File: src/pmtm_pkg.sv
// Package for the MAC-facing data port: mode straps, widths and clock divider counts.
// Assumes a 40 MHz system clock on both ends.
package pmtm_pkg;
    localparam logic [2:0] PMTM_SEL_MII     = 3'h0;
    localparam logic [2:0] PMTM_SEL_TBI     = 3'h1;
    localparam logic [2:0] PMTM_SEL_MII_ALT = 3'h2;
    localparam int         PMTM_NIB_W       = 4;
    localparam int         PMTM_BUS_W       = 10;
    localparam int         PMTM_FIFO_DEPTH  = 8;
    localparam int         PMTM_CLK_KHZ     = 40000;
    localparam int         PMTM_MII100_KHZ  = 25000;
    localparam int         PMTM_MII10_KHZ   = 2500;
    localparam int         PMTM_TBI_TX_KHZ  = 125000;
    localparam int         PMTM_TBI_RX_KHZ  = 62500;
    // Half periods in system cycles, at least one.
    localparam int         PMTM_HALF_100    = (PMTM_CLK_KHZ / (2 * PMTM_MII100_KHZ)) < 1 ? 1
                                            : PMTM_CLK_KHZ / (2 * PMTM_MII100_KHZ);
    localparam int         PMTM_HALF_10     = PMTM_CLK_KHZ / (2 * PMTM_MII10_KHZ);
    localparam int         PMTM_HALF_TBI    = 1;
    localparam logic [7:0] PMTM_K28_POS     = 8'h7c;
    localparam logic [6:0] PMTM_COMMA_PAT   = 7'h1f;

    typedef enum logic [1:0] {PMTM_MODE_MII, PMTM_MODE_ALT, PMTM_MODE_TBI, PMTM_MODE_OFF} pmtm_mode_t;

    function automatic pmtm_mode_t pmtm_decode(input logic [2:0] sel);
        case (sel)
            PMTM_SEL_MII:     pmtm_decode = PMTM_MODE_MII;
            PMTM_SEL_MII_ALT: pmtm_decode = PMTM_MODE_ALT;
            PMTM_SEL_TBI:     pmtm_decode = PMTM_MODE_TBI;
            default:          pmtm_decode = PMTM_MODE_OFF;
        endcase
    endfunction : pmtm_decode

    // Comma is the 7-bit pattern 0011111 or its complement at the group head.
    function automatic logic pmtm_is_comma(input logic [9:0] grp);
        pmtm_is_comma = (grp[9:3] == PMTM_COMMA_PAT) || (grp[9:3] == ~PMTM_COMMA_PAT);
    endfunction : pmtm_is_comma
endpackage : pmtm_pkg

File: src/pmtm_if.sv
// Interface carrying the port pins between the transceiver end and the MAC end.
// Assumes the bench joins both ends; all pins are one-way.
`timescale 1ns/10ps
interface pmtm_if;
    logic       tx_clk;
    logic       gtx_clk;
    logic       tx_en;
    logic       tx_er;
    logic [9:0] txd;
    logic       rx_clk0;
    logic       rx_clk1;
    logic       rx_dv;
    logic       rx_er;
    logic [9:0] rxd;
    logic       crs_comma;
    logic       col;

    modport dev (input gtx_clk, tx_en, tx_er, txd,
                 output tx_clk, rx_clk0, rx_clk1, rx_dv, rx_er, rxd, crs_comma, col);
    modport mac (output gtx_clk, tx_en, tx_er, txd,
                 input tx_clk, rx_clk0, rx_clk1, rx_dv, rx_er, rxd, crs_comma, col);
endinterface : pmtm_if

File: src/pmtm_fifo.sv
// FIFO with valid/ready on both sides, width and depth as parameters.
// Assumes a single clock; depth is a power of two.
`timescale 1ns/10ps
module pmtm_fifo #(
    parameter int WIDTH = 6,
    parameter int DEPTH = 8
) (
    // Clock and control.
    input  wire logic             clk_in,
    input  wire logic             resetn_in,
    input  wire logic             ce_in,
    // Fill side.
    input  wire logic             in_valid_in,
    output logic                  in_ready_out,
    input  wire logic [WIDTH-1:0] in_data_in,
    // Drain side.
    output logic                  out_valid_out,
    input  wire logic             out_ready_in,
    output logic [WIDTH-1:0]      out_data_out
);
    localparam int AW = $clog2(DEPTH);
    logic [WIDTH-1:0] mem [DEPTH];
    logic [AW:0]      wr_reg;
    logic [AW:0]      rd_reg;
    logic             push;
    logic             pop;

    assign in_ready_out  = (wr_reg - rd_reg) != (AW+1)'(DEPTH);
    assign out_valid_out = wr_reg != rd_reg;
    assign out_data_out  = mem[rd_reg[AW-1:0]];
    assign push          = ce_in && in_valid_in && in_ready_out;
    assign pop           = ce_in && out_valid_out && out_ready_in;

    always_ff @(posedge clk_in) begin
        if (push) begin
            mem[wr_reg[AW-1:0]] <= in_data_in;
        end
    end

    always_ff @(posedge clk_in) begin
        if (!resetn_in) begin
            wr_reg <= '0;
            rd_reg <= '0;
        end else begin
            if (push) begin
                wr_reg <= wr_reg + 1'b1;
            end
            if (pop) begin
                rd_reg <= rd_reg + 1'b1;
            end
        end
    end
endmodule : pmtm_fifo

File: src/pmtm_dev.sv
// Transceiver end of the MAC data port: MII, alternate MII and ten-bit modes.
// Assumes the line side is a plain user port on the system clock and straps are static.
`timescale 1ns/10ps
module pmtm_dev
    import pmtm_pkg::*;
#(
    parameter int FIFO_DEPTH = PMTM_FIFO_DEPTH
) (
    // Clock, reset and enable.
    input  wire logic       clk_in,
    input  wire logic       resetn_in,
    input  wire logic       ce_in,
    // Static configuration.
    input  wire logic [2:0] interface_select_straps_in,
    input  wire logic       speed_100_in,
    input  wire logic       half_duplex_in,
    input  wire logic       crs_on_tx_in,
    // Line side receive.
    input  wire logic       line_rx_valid_in,
    input  wire logic       line_rx_err_in,
    input  wire logic [9:0] line_rx_data_in,
    input  wire logic       line_rx_busy_in,
    output logic            line_rx_ready_out,
    // Line side transmit and caught mode.
    output logic            line_tx_valid_out,
    output logic            line_tx_err_out,
    output logic [9:0]      line_tx_data_out,
    input  wire logic       line_tx_ready_in,
    output logic            line_tx_busy_out,
    output logic [1:0]      mode_out,
    // MAC pins.
    pmtm_if.dev             port
);
    pmtm_mode_t mode_reg;
    logic       strap_done_reg;
    logic [9:0] div_reg;
    logic       clk_gen_reg;
    logic       tick_rise;
    logic [2:0] gtx_sync_reg;
    logic       gtx_rise;
    logic       tx_clk_reg, rx_clk0_reg, rx_clk1_reg, rx_dv_reg, rx_er_reg, crs_reg, col_reg;
    logic [9:0] rxd_reg;
    logic [1:0] ctl_s1_reg, ctl_s2_reg;
    logic [9:0] txd_s1_reg, txd_s2_reg;
    logic       fifo_valid;
    logic [5:0] fifo_data;
    logic       push_valid;
    logic       tx_busy_reg;
    logic       fifo_pop;

    // Straps are captured once after reset release and held thereafter.
    always_ff @(posedge clk_in) begin
        if (!resetn_in) begin
            strap_done_reg <= 1'b0;
            mode_reg       <= PMTM_MODE_OFF;
        end else if (ce_in && !strap_done_reg) begin
            strap_done_reg <= 1'b1;
            mode_reg       <= pmtm_decode(interface_select_straps_in);
        end
    end
    assign mode_out = mode_reg;

    // Divider for nibble and ten-bit receive clocks.
    always_ff @(posedge clk_in) begin
        if (!resetn_in) begin
            div_reg     <= '0;
            clk_gen_reg <= 1'b0;
        end else if (ce_in) begin
            if (div_reg + 10'h1 >= 10'((mode_reg == PMTM_MODE_TBI) ? PMTM_HALF_TBI
                                       : speed_100_in ? PMTM_HALF_100 : PMTM_HALF_10)) begin
                div_reg     <= '0;
                clk_gen_reg <= ~clk_gen_reg;
            end else begin
                div_reg <= div_reg + 10'h1;
            end
        end
    end
    assign tick_rise = ce_in && (div_reg + 10'h1 >= 10'((mode_reg == PMTM_MODE_TBI) ? PMTM_HALF_TBI
                                 : speed_100_in ? PMTM_HALF_100 : PMTM_HALF_10)) && !clk_gen_reg;

    // Pin inputs pass two flops before use.
    always_ff @(posedge clk_in) begin
        if (!resetn_in) begin
            gtx_sync_reg <= '0;
            ctl_s1_reg   <= '0;
            ctl_s2_reg   <= '0;
            txd_s1_reg   <= '0;
            txd_s2_reg   <= '0;
        end else if (ce_in) begin
            gtx_sync_reg <= {gtx_sync_reg[1:0], port.gtx_clk};
            ctl_s1_reg   <= {port.tx_er, port.tx_en};
            ctl_s2_reg   <= ctl_s1_reg;
            txd_s1_reg   <= port.txd;
            txd_s2_reg   <= txd_s1_reg;
        end
    end
    assign gtx_rise = gtx_sync_reg[2:1] == 2'b01;

    // Transmit samples: generated clock in standard mode, MAC clock in alternate and ten-bit modes.
    always_comb begin
        case (mode_reg)
            PMTM_MODE_MII: push_valid = tick_rise && ctl_s2_reg[0];
            PMTM_MODE_ALT: push_valid = ce_in && gtx_rise && ctl_s2_reg[0];
            PMTM_MODE_TBI: push_valid = ce_in && gtx_rise;
            default:       push_valid = 1'b0;
        endcase
    end

    pmtm_fifo #(.WIDTH(6), .DEPTH(FIFO_DEPTH)) u_fifo (
        .clk_in        (clk_in),
        .resetn_in     (resetn_in),
        .ce_in         (ce_in),
        .in_valid_in   (push_valid),
        .in_ready_out  (),
        .in_data_in    ({ctl_s2_reg[1], ctl_s2_reg[0], txd_s2_reg[3:0]}),
        .out_valid_out (fifo_valid),
        .out_ready_in  (line_tx_ready_in),
        .out_data_out  (fifo_data)
    );
    assign fifo_pop = mode_reg != PMTM_MODE_TBI;

    // Line transmit outputs; ten-bit groups bypass the nibble FIFO.
    always_ff @(posedge clk_in) begin
        if (!resetn_in) begin
            line_tx_valid_out <= 1'b0;
            line_tx_err_out   <= 1'b0;
            line_tx_data_out  <= '0;
            tx_busy_reg       <= 1'b0;
        end else if (ce_in) begin
            if (mode_reg == PMTM_MODE_TBI) begin
                line_tx_valid_out <= push_valid;
                line_tx_err_out   <= 1'b0;
                line_tx_data_out  <= txd_s2_reg;
            end else begin
                line_tx_valid_out <= fifo_valid && line_tx_ready_in && fifo_pop;
                line_tx_err_out   <= fifo_valid && fifo_data[5];
                line_tx_data_out  <= {6'h00, fifo_data[3:0]};
            end
            tx_busy_reg <= ctl_s2_reg[0] || fifo_valid;
        end
    end
    assign line_tx_busy_out  = tx_busy_reg;
    assign line_rx_ready_out = (mode_reg == PMTM_MODE_TBI) ? (ce_in && tick_rise)
                                                           : (ce_in && tick_rise && clk_gen_reg == 1'b0);

    // Clock and receive outputs toward the MAC, all registered.
    always_ff @(posedge clk_in) begin
        if (!resetn_in) begin
            tx_clk_reg  <= 1'b0;
            rx_clk0_reg <= 1'b0;
            rx_clk1_reg <= 1'b1;
            rx_dv_reg   <= 1'b0;
            rx_er_reg   <= 1'b0;
            rxd_reg     <= '0;
            crs_reg     <= 1'b0;
            col_reg     <= 1'b0;
        end else if (ce_in) begin
            tx_clk_reg  <= (mode_reg == PMTM_MODE_MII) && clk_gen_reg;
            rx_clk0_reg <= (mode_reg != PMTM_MODE_OFF) && clk_gen_reg;
            rx_clk1_reg <= (mode_reg == PMTM_MODE_TBI) && !clk_gen_reg;
            if (line_rx_ready_out) begin
                if (mode_reg == PMTM_MODE_TBI) begin
                    rxd_reg   <= line_rx_data_in;
                    crs_reg   <= pmtm_is_comma(line_rx_data_in);
                    rx_dv_reg <= 1'b0;
                    rx_er_reg <= 1'b0;
                    col_reg   <= 1'b0;
                end else begin
                    rxd_reg   <= {6'h00, line_rx_valid_in ? line_rx_data_in[3:0] : 4'h0};
                    rx_dv_reg <= line_rx_valid_in;
                    rx_er_reg <= line_rx_valid_in && line_rx_err_in;
                    crs_reg   <= line_rx_busy_in
                                 || (half_duplex_in && crs_on_tx_in && tx_busy_reg);
                    col_reg   <= half_duplex_in && line_rx_busy_in && tx_busy_reg;
                end
            end
        end
    end

    assign port.tx_clk    = tx_clk_reg;
    assign port.rx_clk0   = rx_clk0_reg;
    assign port.rx_clk1   = rx_clk1_reg;
    assign port.rx_dv     = rx_dv_reg;
    assign port.rx_er     = rx_er_reg;
    assign port.rxd       = rxd_reg;
    assign port.crs_comma = crs_reg;
    assign port.col       = col_reg;
endmodule : pmtm_dev

File: src/flat_wrapper.sv
// flat-port wrapper written by rule: the top's interface ports become plain ports
module pmtm_dev_flat import pmtm_pkg::*;
#(
    parameter int FIFO_DEPTH = PMTM_FIFO_DEPTH
)
  (clk_in, resetn_in, ce_in, interface_select_straps_in, speed_100_in, half_duplex_in, crs_on_tx_in, line_rx_valid_in, line_rx_err_in, line_rx_data_in, line_rx_busy_in, line_rx_ready_out, line_tx_valid_out, line_tx_err_out, line_tx_data_out, line_tx_ready_in, line_tx_busy_out, mode_out, port_gtx_clk, port_tx_en, port_tx_er, port_txd, port_tx_clk, port_rx_clk0, port_rx_clk1, port_rx_dv, port_rx_er, port_rxd, port_crs_comma, port_col);
  pmtm_if port_i ();
  input  wire logic clk_in;
  input  wire logic resetn_in;
  input  wire logic ce_in;
  input  wire logic [2:0] interface_select_straps_in;
  input  wire logic speed_100_in;
  input  wire logic half_duplex_in;
  input  wire logic crs_on_tx_in;
  input  wire logic line_rx_valid_in;
  input  wire logic line_rx_err_in;
  input  wire logic [9:0] line_rx_data_in;
  input  wire logic line_rx_busy_in;
  output logic line_rx_ready_out;
  output logic line_tx_valid_out;
  output logic line_tx_err_out;
  output logic [9:0] line_tx_data_out;
  input  wire logic line_tx_ready_in;
  output logic line_tx_busy_out;
  output logic [1:0] mode_out;
  input wire logic [$bits(port_i.gtx_clk)-1:0] port_gtx_clk;
  input wire logic [$bits(port_i.tx_en)-1:0] port_tx_en;
  input wire logic [$bits(port_i.tx_er)-1:0] port_tx_er;
  input wire logic [$bits(port_i.txd)-1:0] port_txd;
  output wire logic [$bits(port_i.tx_clk)-1:0] port_tx_clk;
  output wire logic [$bits(port_i.rx_clk0)-1:0] port_rx_clk0;
  output wire logic [$bits(port_i.rx_clk1)-1:0] port_rx_clk1;
  output wire logic [$bits(port_i.rx_dv)-1:0] port_rx_dv;
  output wire logic [$bits(port_i.rx_er)-1:0] port_rx_er;
  output wire logic [$bits(port_i.rxd)-1:0] port_rxd;
  output wire logic [$bits(port_i.crs_comma)-1:0] port_crs_comma;
  output wire logic [$bits(port_i.col)-1:0] port_col;
  assign port_i.gtx_clk = port_gtx_clk;
  assign port_i.tx_en = port_tx_en;
  assign port_i.tx_er = port_tx_er;
  assign port_i.txd = port_txd;
  assign port_tx_clk = port_i.tx_clk;
  assign port_rx_clk0 = port_i.rx_clk0;
  assign port_rx_clk1 = port_i.rx_clk1;
  assign port_rx_dv = port_i.rx_dv;
  assign port_rx_er = port_i.rx_er;
  assign port_rxd = port_i.rxd;
  assign port_crs_comma = port_i.crs_comma;
  assign port_col = port_i.col;
  pmtm_dev #(.FIFO_DEPTH(FIFO_DEPTH)) u_core (.clk_in(clk_in), .resetn_in(resetn_in), .ce_in(ce_in), .interface_select_straps_in(interface_select_straps_in), .speed_100_in(speed_100_in), .half_duplex_in(half_duplex_in), .crs_on_tx_in(crs_on_tx_in), .line_rx_valid_in(line_rx_valid_in), .line_rx_err_in(line_rx_err_in), .line_rx_data_in(line_rx_data_in), .line_rx_busy_in(line_rx_busy_in), .line_rx_ready_out(line_rx_ready_out), .line_tx_valid_out(line_tx_valid_out), .line_tx_err_out(line_tx_err_out), .line_tx_data_out(line_tx_data_out), .line_tx_ready_in(line_tx_ready_in), .line_tx_busy_out(line_tx_busy_out), .mode_out(mode_out), .port(port_i));
endmodule
File: config.mk
export PLATFORM = sky130hd
export DESIGN_NAME = pmtm_dev_flat
export DESIGN_NICKNAME = d
export VERILOG_FILES = /design/src/pmtm_pkg.sv /design/src/pmtm_if.sv /design/src/pmtm_fifo.sv /design/src/pmtm_dev.sv /design/src/flat_wrapper.sv
export SDC_FILE = /design/constraint.sdc
export NUM_CORES = 1
export LEC_CHECK = 0
export ABC_CLOCK_PERIOD_IN_PS = 7200
export BUFFER_PORTS_ARGS = -buffer_cell sky130_fd_sc_hd__buf_2
export CAP_MARGIN = 15
export CORE_AREA = 2 2 101 93
export DETAILED_ROUTE_END_ITERATION = 7
export DIE_AREA = 0 0 103 95
export GPL_TIMING_DRIVEN = 0
export PLACE_DENSITY = 0.81
export SETUP_SLACK_MARGIN = 0.05
export SLEW_MARGIN = 5
export SYNTH_ARGS = -nofsm -noshare
export SYNTH_HDL_FRONTEND = slang
export SYNTH_SLANG_ARGS = --single-unit
File: constraint.sdc
create_clock -name clk_in -period 7.2 [get_ports clk_in]
set_clock_uncertainty 0.15 [all_clocks]
set_input_delay 1.08 -clock clk_in [delete_from_list [all_inputs] [get_ports clk_in]]
set_output_delay 1.08 -clock clk_in [all_outputs]
set_load 0.005 [all_outputs]
Yosys cells after proc, flatten, opt, wreduce, memory -nomap -nowiden
Memory sizes are Yosys's and may differ from the RTL's. A register that Yosys moved wholly into a read port is not among the register bits.
Cells that the tools add are included.
{ "classes": {"n_addsub": 4, "multipliers": 0, "div_mod_pow": 0, "n_lt_le_gt_ge": 1, "eq_ne": 11, "n_shift": 0, "n_mux": 19, "bitwise_logic": 1, "n_reduce_logical": 32} }
{ "op_table": {"columns": ["op", "n"], "rows": [
  ["10-bit two-way mux", 4],
  ["1-bit logical AND", 23],
  ["10-bit by 1-bit adder with 10-bit output, second input constant", 1],
  ["10-bit greater-or-equal comparator", 1],
  ["1-bit two-way mux", 9],
  ["4-bit by 1-bit adder with 4-bit output, second input constant", 2],
  ["4-bit two-way mux", 2],
  ["7-bit by 5-bit == test with 1-bit output, second input constant", 1],
  ["7-bit == test, second input constant", 1],
  ["3-bit two-way mux", 2],
  ["2-bit case mux with 3 select lines", 1],
  ["2-bit by 1-bit == test with 1-bit output, second input constant", 2],
  ["2-bit inequality test, second input constant", 2],
  ["4-bit inequality test", 1],
  ["4-bit inequality test, second input constant", 1],
  ["2-bit AND reduction", 2],
  ["4-bit subtractor", 1],
  ["3-bit by 1-bit == test with 1-bit output, second input constant", 1],
  ["3-bit by 2-bit == test with 1-bit output, second input constant", 1],
  ["3-bit logical NOT", 1],
  ["1-bit logical OR", 3],
  ["1-bit case mux with 3 select lines", 1],
  ["2-bit == test, second input constant", 1],
  ["1-bit logical NOT", 2],
  ["2 further kinds", 2]
]} }
{ "word_totals": {"reg_bits": 79, "latchBits": 0, "mem_bits_rw": 48, "mem_bits_ro": 0, "input_bits": 36, "output_inout_bits": 33, "elab_cells": 92, "memories": 1} }
{ "memory_table": {"columns": ["memory", "depth", "width", "rd", "rd_clocked_by_memory_dff", "wr", "line_no", "rtl"], "rows": [
  ["u_core.u_fifo.mem", 8, 6, 1, 1, 1, "pmtm_fifo.sv:22", "logic [WIDTH-1:0] mem [DEPTH];"]
]} }

Longest topological paths before layout
Gate-level depths: netlist of run 1.
{ "depth": {"depth_word": 11, "mapped_depth": 11, "ltp_nobuf": 9} }

Cells and area by module
Synthesis of run 1 repeated with hierarchy kept, for this count alone.
{ "hier_totals": {"cells_unflattened": 468, "area_unflattened_um2": 5576.6} }
{ "modules_own_cells": {"columns": ["module", "n_inst", "cells_per_inst", "area_per_inst_um2", "seq_area_each_um2"], "rows": [
  ["pmtm_dev", 1, 319, 3091.7, 1421.4],
  ["pmtm_fifo", 1, 149, 2484.9, 1661.6]
]} }

Worst setup path before layout of run 1
No wires, ideal clock.
{ "synth_path": {"path_type": "input-to-output", "from": "input port speed_100_in", "to": "output port line_rx_ready_out", "arrival_time_ns": 2.404, "required_time_ns": 5.970, "path_slack_ns": 3.566, "path_stages": 7, "n_path_buf": 2, "cell_sequence": "nand2b_1 -> ha_1 -> o41ai_1 -> o211a_1 -> a21oi_1 -> buf_2 -> buf_6"} }
{ "synth_via": {"elab_chain_len": 8} }
{ "synth_rtl": {"columns": ["element", "line_no", "rtl"], "rows": [
  ["start: declaration", "flat_wrapper.sv:12", "input wire logic speed_100_in;"],
  ["4-bit two-way mux (*)", "pmtm_dev.sv:79", ": speed_100_in ? PMTM_HALF_100 : PMTM_HALF_10)) && !clk_gen_reg;"],
  ["10-bit two-way mux (*)", "pmtm_dev.sv:78", "assign tick_rise = ce_in && (div_reg + 10'h1 >= 10'((mode_reg == PMTM_MODE_TBI) ? PMTM_HALF_TBI"],
  ["10-bit greater-or-equal comparator (*)", "pmtm_dev.sv:78", null],
  ["1-bit logical AND (*)", "pmtm_dev.sv:78", null],
  ["1-bit logical AND (*)", "pmtm_dev.sv:79", null],
  ["1-bit logical AND (*)", "pmtm_dev.sv:143, pmtm_dev.sv:144", null],
  ["1-bit logical AND", "pmtm_dev.sv:144", ": (ce_in && tick_rise && clk_gen_reg == 1'b0);"],
  ["1-bit two-way mux (*)", "pmtm_dev.sv:143", "assign line_rx_ready_out = (mode_reg == PMTM_MODE_TBI) ? (ce_in && tick_rise)"],
  ["end: declaration", "flat_wrapper.sv:19", "output logic line_rx_ready_out;"]
]} }
Every way passes the cells marked *; elsewhere a longest branch is shown, timed or not.

Worst setup path after layout of run 1
{ "layout_path": {"from": "register u_core.mode_reg[0], in the netlist u_core.mode_out[0]", "to": "output port line_rx_ready_out"} }
{ "layout_via": {"elab_chain_len": 8} }
{ "layout_rtl": {"columns": ["element", "line_no", "rtl"], "rows": [
  ["start: declaration", "pmtm_dev.sv:34", "pmtm_mode_t mode_reg;"],
  ["start signal: assignment", "pmtm_dev.sv:58", "mode_reg <= pmtm_decode(interface_select_straps_in);"],
  ["2-bit == test (*)", "pmtm_dev.sv:78, pmtm_dev.sv:143", null],
  ["10-bit two-way mux", "pmtm_dev.sv:78", null],
  ["10-bit greater-or-equal comparator", "pmtm_dev.sv:78", null],
  ["1-bit logical AND", "pmtm_dev.sv:78", null],
  ["1-bit logical AND", "pmtm_dev.sv:79", null],
  ["1-bit logical AND", "pmtm_dev.sv:143, pmtm_dev.sv:144", null],
  ["1-bit logical AND", "pmtm_dev.sv:144", null],
  ["1-bit two-way mux (*)", "pmtm_dev.sv:143", null]
]} }
Marks and branches as above.

==> results of run 1 <==
## metrics by stage
| stage | cells | setup WS (ns) | hold slack (ns) | total power (uW) | area (sq um) |
|---|---|---|---|---|---|
| after global routing | 673 | 2.32 | 0.320 | 1670 | 6170 |
| after floorplan | 451 | 3.57 | 0.282 | 791 | 5090 |
| after detailed placement | 639 | 3.09 | 0.301 | 822 | 5570 |
| after CTS | 671 | 2.62 | 0.308 | 1630 | 6160 |
| final | 673 | 2.59 | 0.307 | 1630 | 6170 |
| after global placement | 639 | 3.09 | 0.285 | 819 | 5570 |
## layer usage
layer / up-vias / share of wire / wire length [um] / track usage
met2: 140 / 0.50 / 5530 / 0.382
met3: 15 / 0.062 / 696 / 0.0637
met1: 1877 / 0.43 / 4800 / 0.325
li1: 1816 / - / - / -
met4: 0 / 0.010 / 117 / 0.0735
met5: - / 0 / 0 / 0
## critical path, cell delays in order (launching register included)
cell	delay, ns
dfxtp_1	0.48
nand2b_1	0.23
clkbuf_1	0.42
nand2b_1	0.15
ha_1	0.30
o41ai_1	0.39
o211a_1	0.30
a21oi_1	0.11
buf_2	0.20
buf_6	0.16
buf_2	0.12
## power by group through the flow
stage | Clock (uW) | Sequential, uW | Combinational (uW)
after CTS | 825 | 732 | 76.1
after global placement | 0 | 746 | 73.4
after floorplan | 0 | 744 | 46.9
after detailed placement | 0 | 747 | 75.7
final | 817 | 732 | 76.8
after global routing | 854 | 734 | 84.8
## final timing paths
path	endpoint	cells after the start
setup / recovery	line_rx_ready_out	10
hold / removal	u_core.div_reg[7]$_SDFFE_PN0P_	2
setup reg to reg	u_core.u_fifo.mem[0][5]$_DFFE_PP_	9
hold reg to reg	u_core.div_reg[7]$_SDFFE_PN0P_	2
## cells by family (layout without fill, tap and decap cells)
family	count (synthesis)	after routing	synth area share
xor+xnor	8	8	0.0138
fa+ha+maj	8	8	0.0197
flops	122	122	0.559
compound gates	66	66	0.0871
buf+inv	41	141	0.0339
simple gates	159	159	0.169
mux	47	47	0.117
## cell usage after synthesis, drive strengths merged
cell / count
a2111o: 1
a21oi: 11
a22o: 1
a21boi: 9
nand2: 34
a311oi: 2
dfxtp: 82
o32ai: 1
xnor2: 4
edfxtp: 40
nand3: 19
ha: 8
o211a: 2
nor4b: 2
nor4: 5
a211o: 1
a31oi: 1
o211ai: 1
nor3: 10
o311a: 1
o2bb2ai: 1
buf: 9
and3: 6
inv: 11
mux2i: 37
o311ai: 2
o221ai: 1
mux4: 10
xor2: 4
o21a: 7
clkbuf: 21
nor2: 13
and2: 10
a31o: 1
nand2b: 7
nand4b: 1
o21ai: 21
nor2b: 32
nand3b: 2
o41ai: 1
a211oi: 1
nand4: 18
## cell type report
class | count | area [sq um] | area share
flip-flops and latches | 122 | 2840 | 0.461
clock inverters | 8 | 83.8 | 0.0136
clock buffers | 24 | 507 | 0.0821
inverters | 11 | 41.3 | 0.00669
repair buffers | 68 | 340 | 0.0552
plain buffers | 30 | 131 | 0.0213
multi-input cells | 288 | 2070 | 0.336
well taps | 122 | 153 | 0.0247
==> flow_summary.yaml, run 1 <==
clock_network:
  worstSkewPairLatency_ns: 0.51
  cts.clk_slew.worst_paths_ns: 0.05
  clock-root-buffer: "clkbuf_8"
  cts_resized: 0
  cts-hold-fix-buffers: 0
  cts_buffers: 17
  cts_tree: "yes"
  cts_setup_buffers: 0
  clockBufferDepth: 2
  htreeDepth: 4
  cts.sinks: 122
timing:
  relSlewSlack: 0.291
  drv_slew: 0
  rsz0062_at_grt: "false"
  setup_viol: 0
  finalSetupTns_ns: 0
  post-route-min-period_ns: 4.61
  fin_crit_sh: 0.641
  worstMarginPinSlew_ns: 1.05
  max_freq_mhz: 217
  final_hold_viol_count: 0
worst_hold_path:
  hp-class: "flop to flop"
  min_from: "u_core.div_reg[7]$_SDFFE_PN0P_"
placed_design:
  hpwl_um: 7760
  routabilityCongestion: 0.801
  io_buffers: 66
routing:
  vias_per_cell: 5.72
  vias: 3848
  drtAntennaViolNets: 0
  drt-pass1-iter-count: 5
  dr.first_iter.drc_count: 313
  wl_per_cell_um: 16.6
  drcViolationCount: 0
  drt_wl_total_um: 11100
pwr:
  internal_power_uw: 1280
  swShare: 0.215
  seqPwrFrac: 0.451
  vdd_drop_max_uv: 215
  total_leakage_power_uw: 0.00243
  power_density_nw_per_um2: 264
  p_sw_uw: 350
  p_clk_frac: 0.502
  combPwrFrac: 0.047
logic_synthesis:
  synth_nets: 495
  synth_seq_area_share: 0.559
  ys_seq_elements: 122
  synthCells: 451
  synthTopCellsByArea: "dfxtp_1 32%, edfxtp_1 24%, mux2i_1 7.3%"
  syn_area_sq_um: 5090
  yosysUniqueCellTypes: 50
  synth_top_area_frac: 0.323
  ys_warn_count: 0
  synth.largest_area_cell: "dfxtp_1"
  avgSynthCellArea_sq_um: 11.3
grt:
  groute.usage.overall: 0.241
  antenna_found_initial: 0
  grt_max_degree: 17
  grt_pass1_vias: 3600
  overflow: 0
  grt_pass1_wl_um: 17600
critical_path:
  worstReg2RegStart: "u_core.mode_out[0]$_SDFFE_PN1P_"
  cp_max_fo: 10
  arrival_ns: 3.38
  critPathLaunchType: "flop"
  crit_required_ns: 5.97
  setup.worst_path.end_class: "primary output"
  path_class: "flop to primary output"
  rrSetupSlack_ns: 3.58
  setup.worst_path.start: "u_core.mode_out[0]$_SDFFE_PN1P_"
layout:
  final_common_cell: "dfxtp_1"
  layout_common_cells: "82 x dfxtp_1, 69 x buf_2, 40 x edfxtp_1"
  final_core_util: 0.698
  area_growth_pct: 21.3
  nets: 582
  drive_gt1_frac: 0.214
  n_antenna_cell: 0
  largest_reg_flops: 40
  nFillCells: 639
floorplanning:
  initial_core_util: 0.576
  core_sq_um: 8840
  rows: 33
  design.die.area_sq_um: 9790
  die_w_um: 103
  io_pins: 69
  dieHeight_um: 95
run_status:
  status: "completed"
job:
  cap_violations: 0
Power figures use the tool's default switching activity.
==> run 2, diff against run 1 <==
- ABC_CLOCK_PERIOD_IN_PS: 7200 -> 4300
- CORE_AREA: 2 2 101 93 -> 2 2 103 95
- DIE_AREA: 0 0 103 95 -> 0 0 105 97
- PLACE_DENSITY: 0.81 -> 0.78
- clock period: 7.2 -> 4.3 ns (I/O delays scaled with it)
==> flow_summary.yaml, run 2 (synthesis results as in run 1) <==
clock_network:
  htreeDepth: 4
  cts.sinks: 122
  cts_buffers: 17
  worstSkewPairLatency_ns: 0.52
  cts-hold-fix-buffers: 0
  cts_setup_buffers: 0
  clockBufferDepth: 2
  cts.clk_slew.worst_paths_ns: 0.06
  clock-root-buffer: "clkbuf_8"
  cts_tree: "yes"
layout:
  drive_gt1_frac: 0.216
  final_core_util: 0.684
  nFillCells: 703
  n_antenna_cell: 0
  nets: 581
  largest_reg_flops: 40
  stdcell_count: 672
  area_growth_pct: 21.0
  final_common_cell: "dfxtp_1"
  layout_common_cells: "82 x dfxtp_1, 69 x buf_2, 40 x edfxtp_1"
  design_area_sq_um: 6160
floorplanning:
  dieHeight_um: 97
  rows: 33
  io_pins: 69
  design.die.area_sq_um: 10200
  initial_core_util: 0.565
  core_sq_um: 9000
  die_w_um: 105
grt:
  groute.usage.overall: 0.242
  grt_pass1_vias: 3847
  overflow: 0
  antenna_found_initial: 0
  grt_pass1_wl_um: 19300
  grt_max_degree: 17
routing:
  wl_per_cell_um: 17.4
  drtAntennaViolNets: 0
  drcViolationCount: 0
  vias: 3793
  dr.first_iter.drc_count: 216
  drt-pass1-iter-count: 4
  vias_per_cell: 5.64
  drt_wl_total_um: 11700
worst_hold_path:
  hp-class: "input pin to flop"
  min_from: "line_rx_data_in[0]"
timing:
  finalSetupTns_ns: 0
  whs_ns: 0.222
  setup_viol: 0
  rsz0062_at_grt: "false"
  drv_slew: 0
  worstMarginPinSlew_ns: 1.17
  relSlewSlack: 0.211
  final_hold_viol_count: 0
  fin_crit_sh: 0.937
  post-route-min-period_ns: 4.03
  max_freq_mhz: 248
pwr:
  combPwrFrac: 0.048
  vdd_drop_max_uv: 283
  seqPwrFrac: 0.447
  swShare: 0.235
  p_clk_frac: 0.505
  power_density_nw_per_um2: 445
  total_leakage_power_uw: 0.00241
  internal_power_uw: 2100
  p_sw_uw: 644
critical_path:
  worstReg2RegStart: "u_core.mode_out[0]$_SDFFE_PN1P_"
  critPathLaunchType: "flop"
  setup.worst_path.start: "u_core.mode_out[0]$_SDFFE_PN1P_"
  cp_max_fo: 10
  setup.worst_path.end_class: "primary output"
  crit_required_ns: 3.50
  path_class: "flop to primary output"
  arrival_ns: 3.23
run_status:
  status: "completed"
placed_design:
  hpwl_um: 7870
  placedCellCount: 639
  routabilityCongestion: 0.807
  dpl_cell_area_sq_um: 5570
  io_buffers: 66
job:
  cap_violations: 0
## run 2: cell types whose count changed in the layout (fill, tap and decap cells not counted), sizes merged
cell / delta
clkbuf: -8
inv: +5
clkinvlp: +1
bufinv: +1
## run 2: area by class of cell
type / instances / area (sq um) / share of cell area
clock inverters: 15 / 166 / 0.0270
repair buffers: 67 / 335 / 0.0545
multi-input cells: 288 / 2070 / 0.336
flip-flops and latches: 122 / 2840 / 0.462
clock buffers: 17 / 414 / 0.0673
inverters: 11 / 41.3 / 0.00671
plain buffers: 30 / 133 / 0.0215
well taps: 122 / 153 / 0.0248
## run 2: routing by layer
metal  vias to the layer above  GRT usage  wire, um
met5                         -          0         0
met2                       110      0.402      5740
li1                       1809          -         -
met1                      1850      0.311      5120
met3                        24     0.0546       579
met4                         0     0.0913       263
## run 2: stage by stage
stage | total power, uW | setup slack [ns]
2_1_floorplan | 1320 | 1.35
3_3_place_gp | 1370 | 0.730
3_5_place_dp | 1380 | 0.602
4_1_cts | 2750 | 0.0792
5_1_grt | 2810 | 0.0659
6_report | 2740 | 0.273
## run 2: repair_timing
item                                    4_1_cts  5_1_grt
resized for setup                             0        2
endpoints found under the setup margin        0        1
endpoints found under the hold margin         0        0
## run 2: worst paths after layout
path	cells past startpoint	slack [ns]	endpoint
max	10	0.27	line_rx_ready_out
min	3	0.22	u_core.port.rxd[0]$_SDFFE_PN0P_
max reg2reg	9	0.78	u_core.u_fifo.mem[0][0]$_DFFE_PP_
min reg2reg	2	0.30	u_core.port.rxd[8]$_SDFFE_PN0P_
## run 2: power groups by stage
stage | sequential, uW | clock [uW] | combinational, uW
5_1_grt | 1230 | 1440 | 144
2_1_floorplan | 1250 | 0 | 78.5
4_1_cts | 1230 | 1400 | 130
6_report | 1230 | 1380 | 131
3_5_place_dp | 1250 | 0 | 128
3_3_place_gp | 1250 | 0 | 124
## run 2: worst max-delay path: stages (launching register included)
cell and delay [ns]:
dfxtp_1 0.46, nand2b_1 0.22, clkbuf_2 0.28, nand2b_1 0.13
ha_1 0.30, o41ai_1 0.40, o211a_1 0.32, a21oi_1 0.11
buf_2 0.20, buf_6 0.16, buf_2 0.12
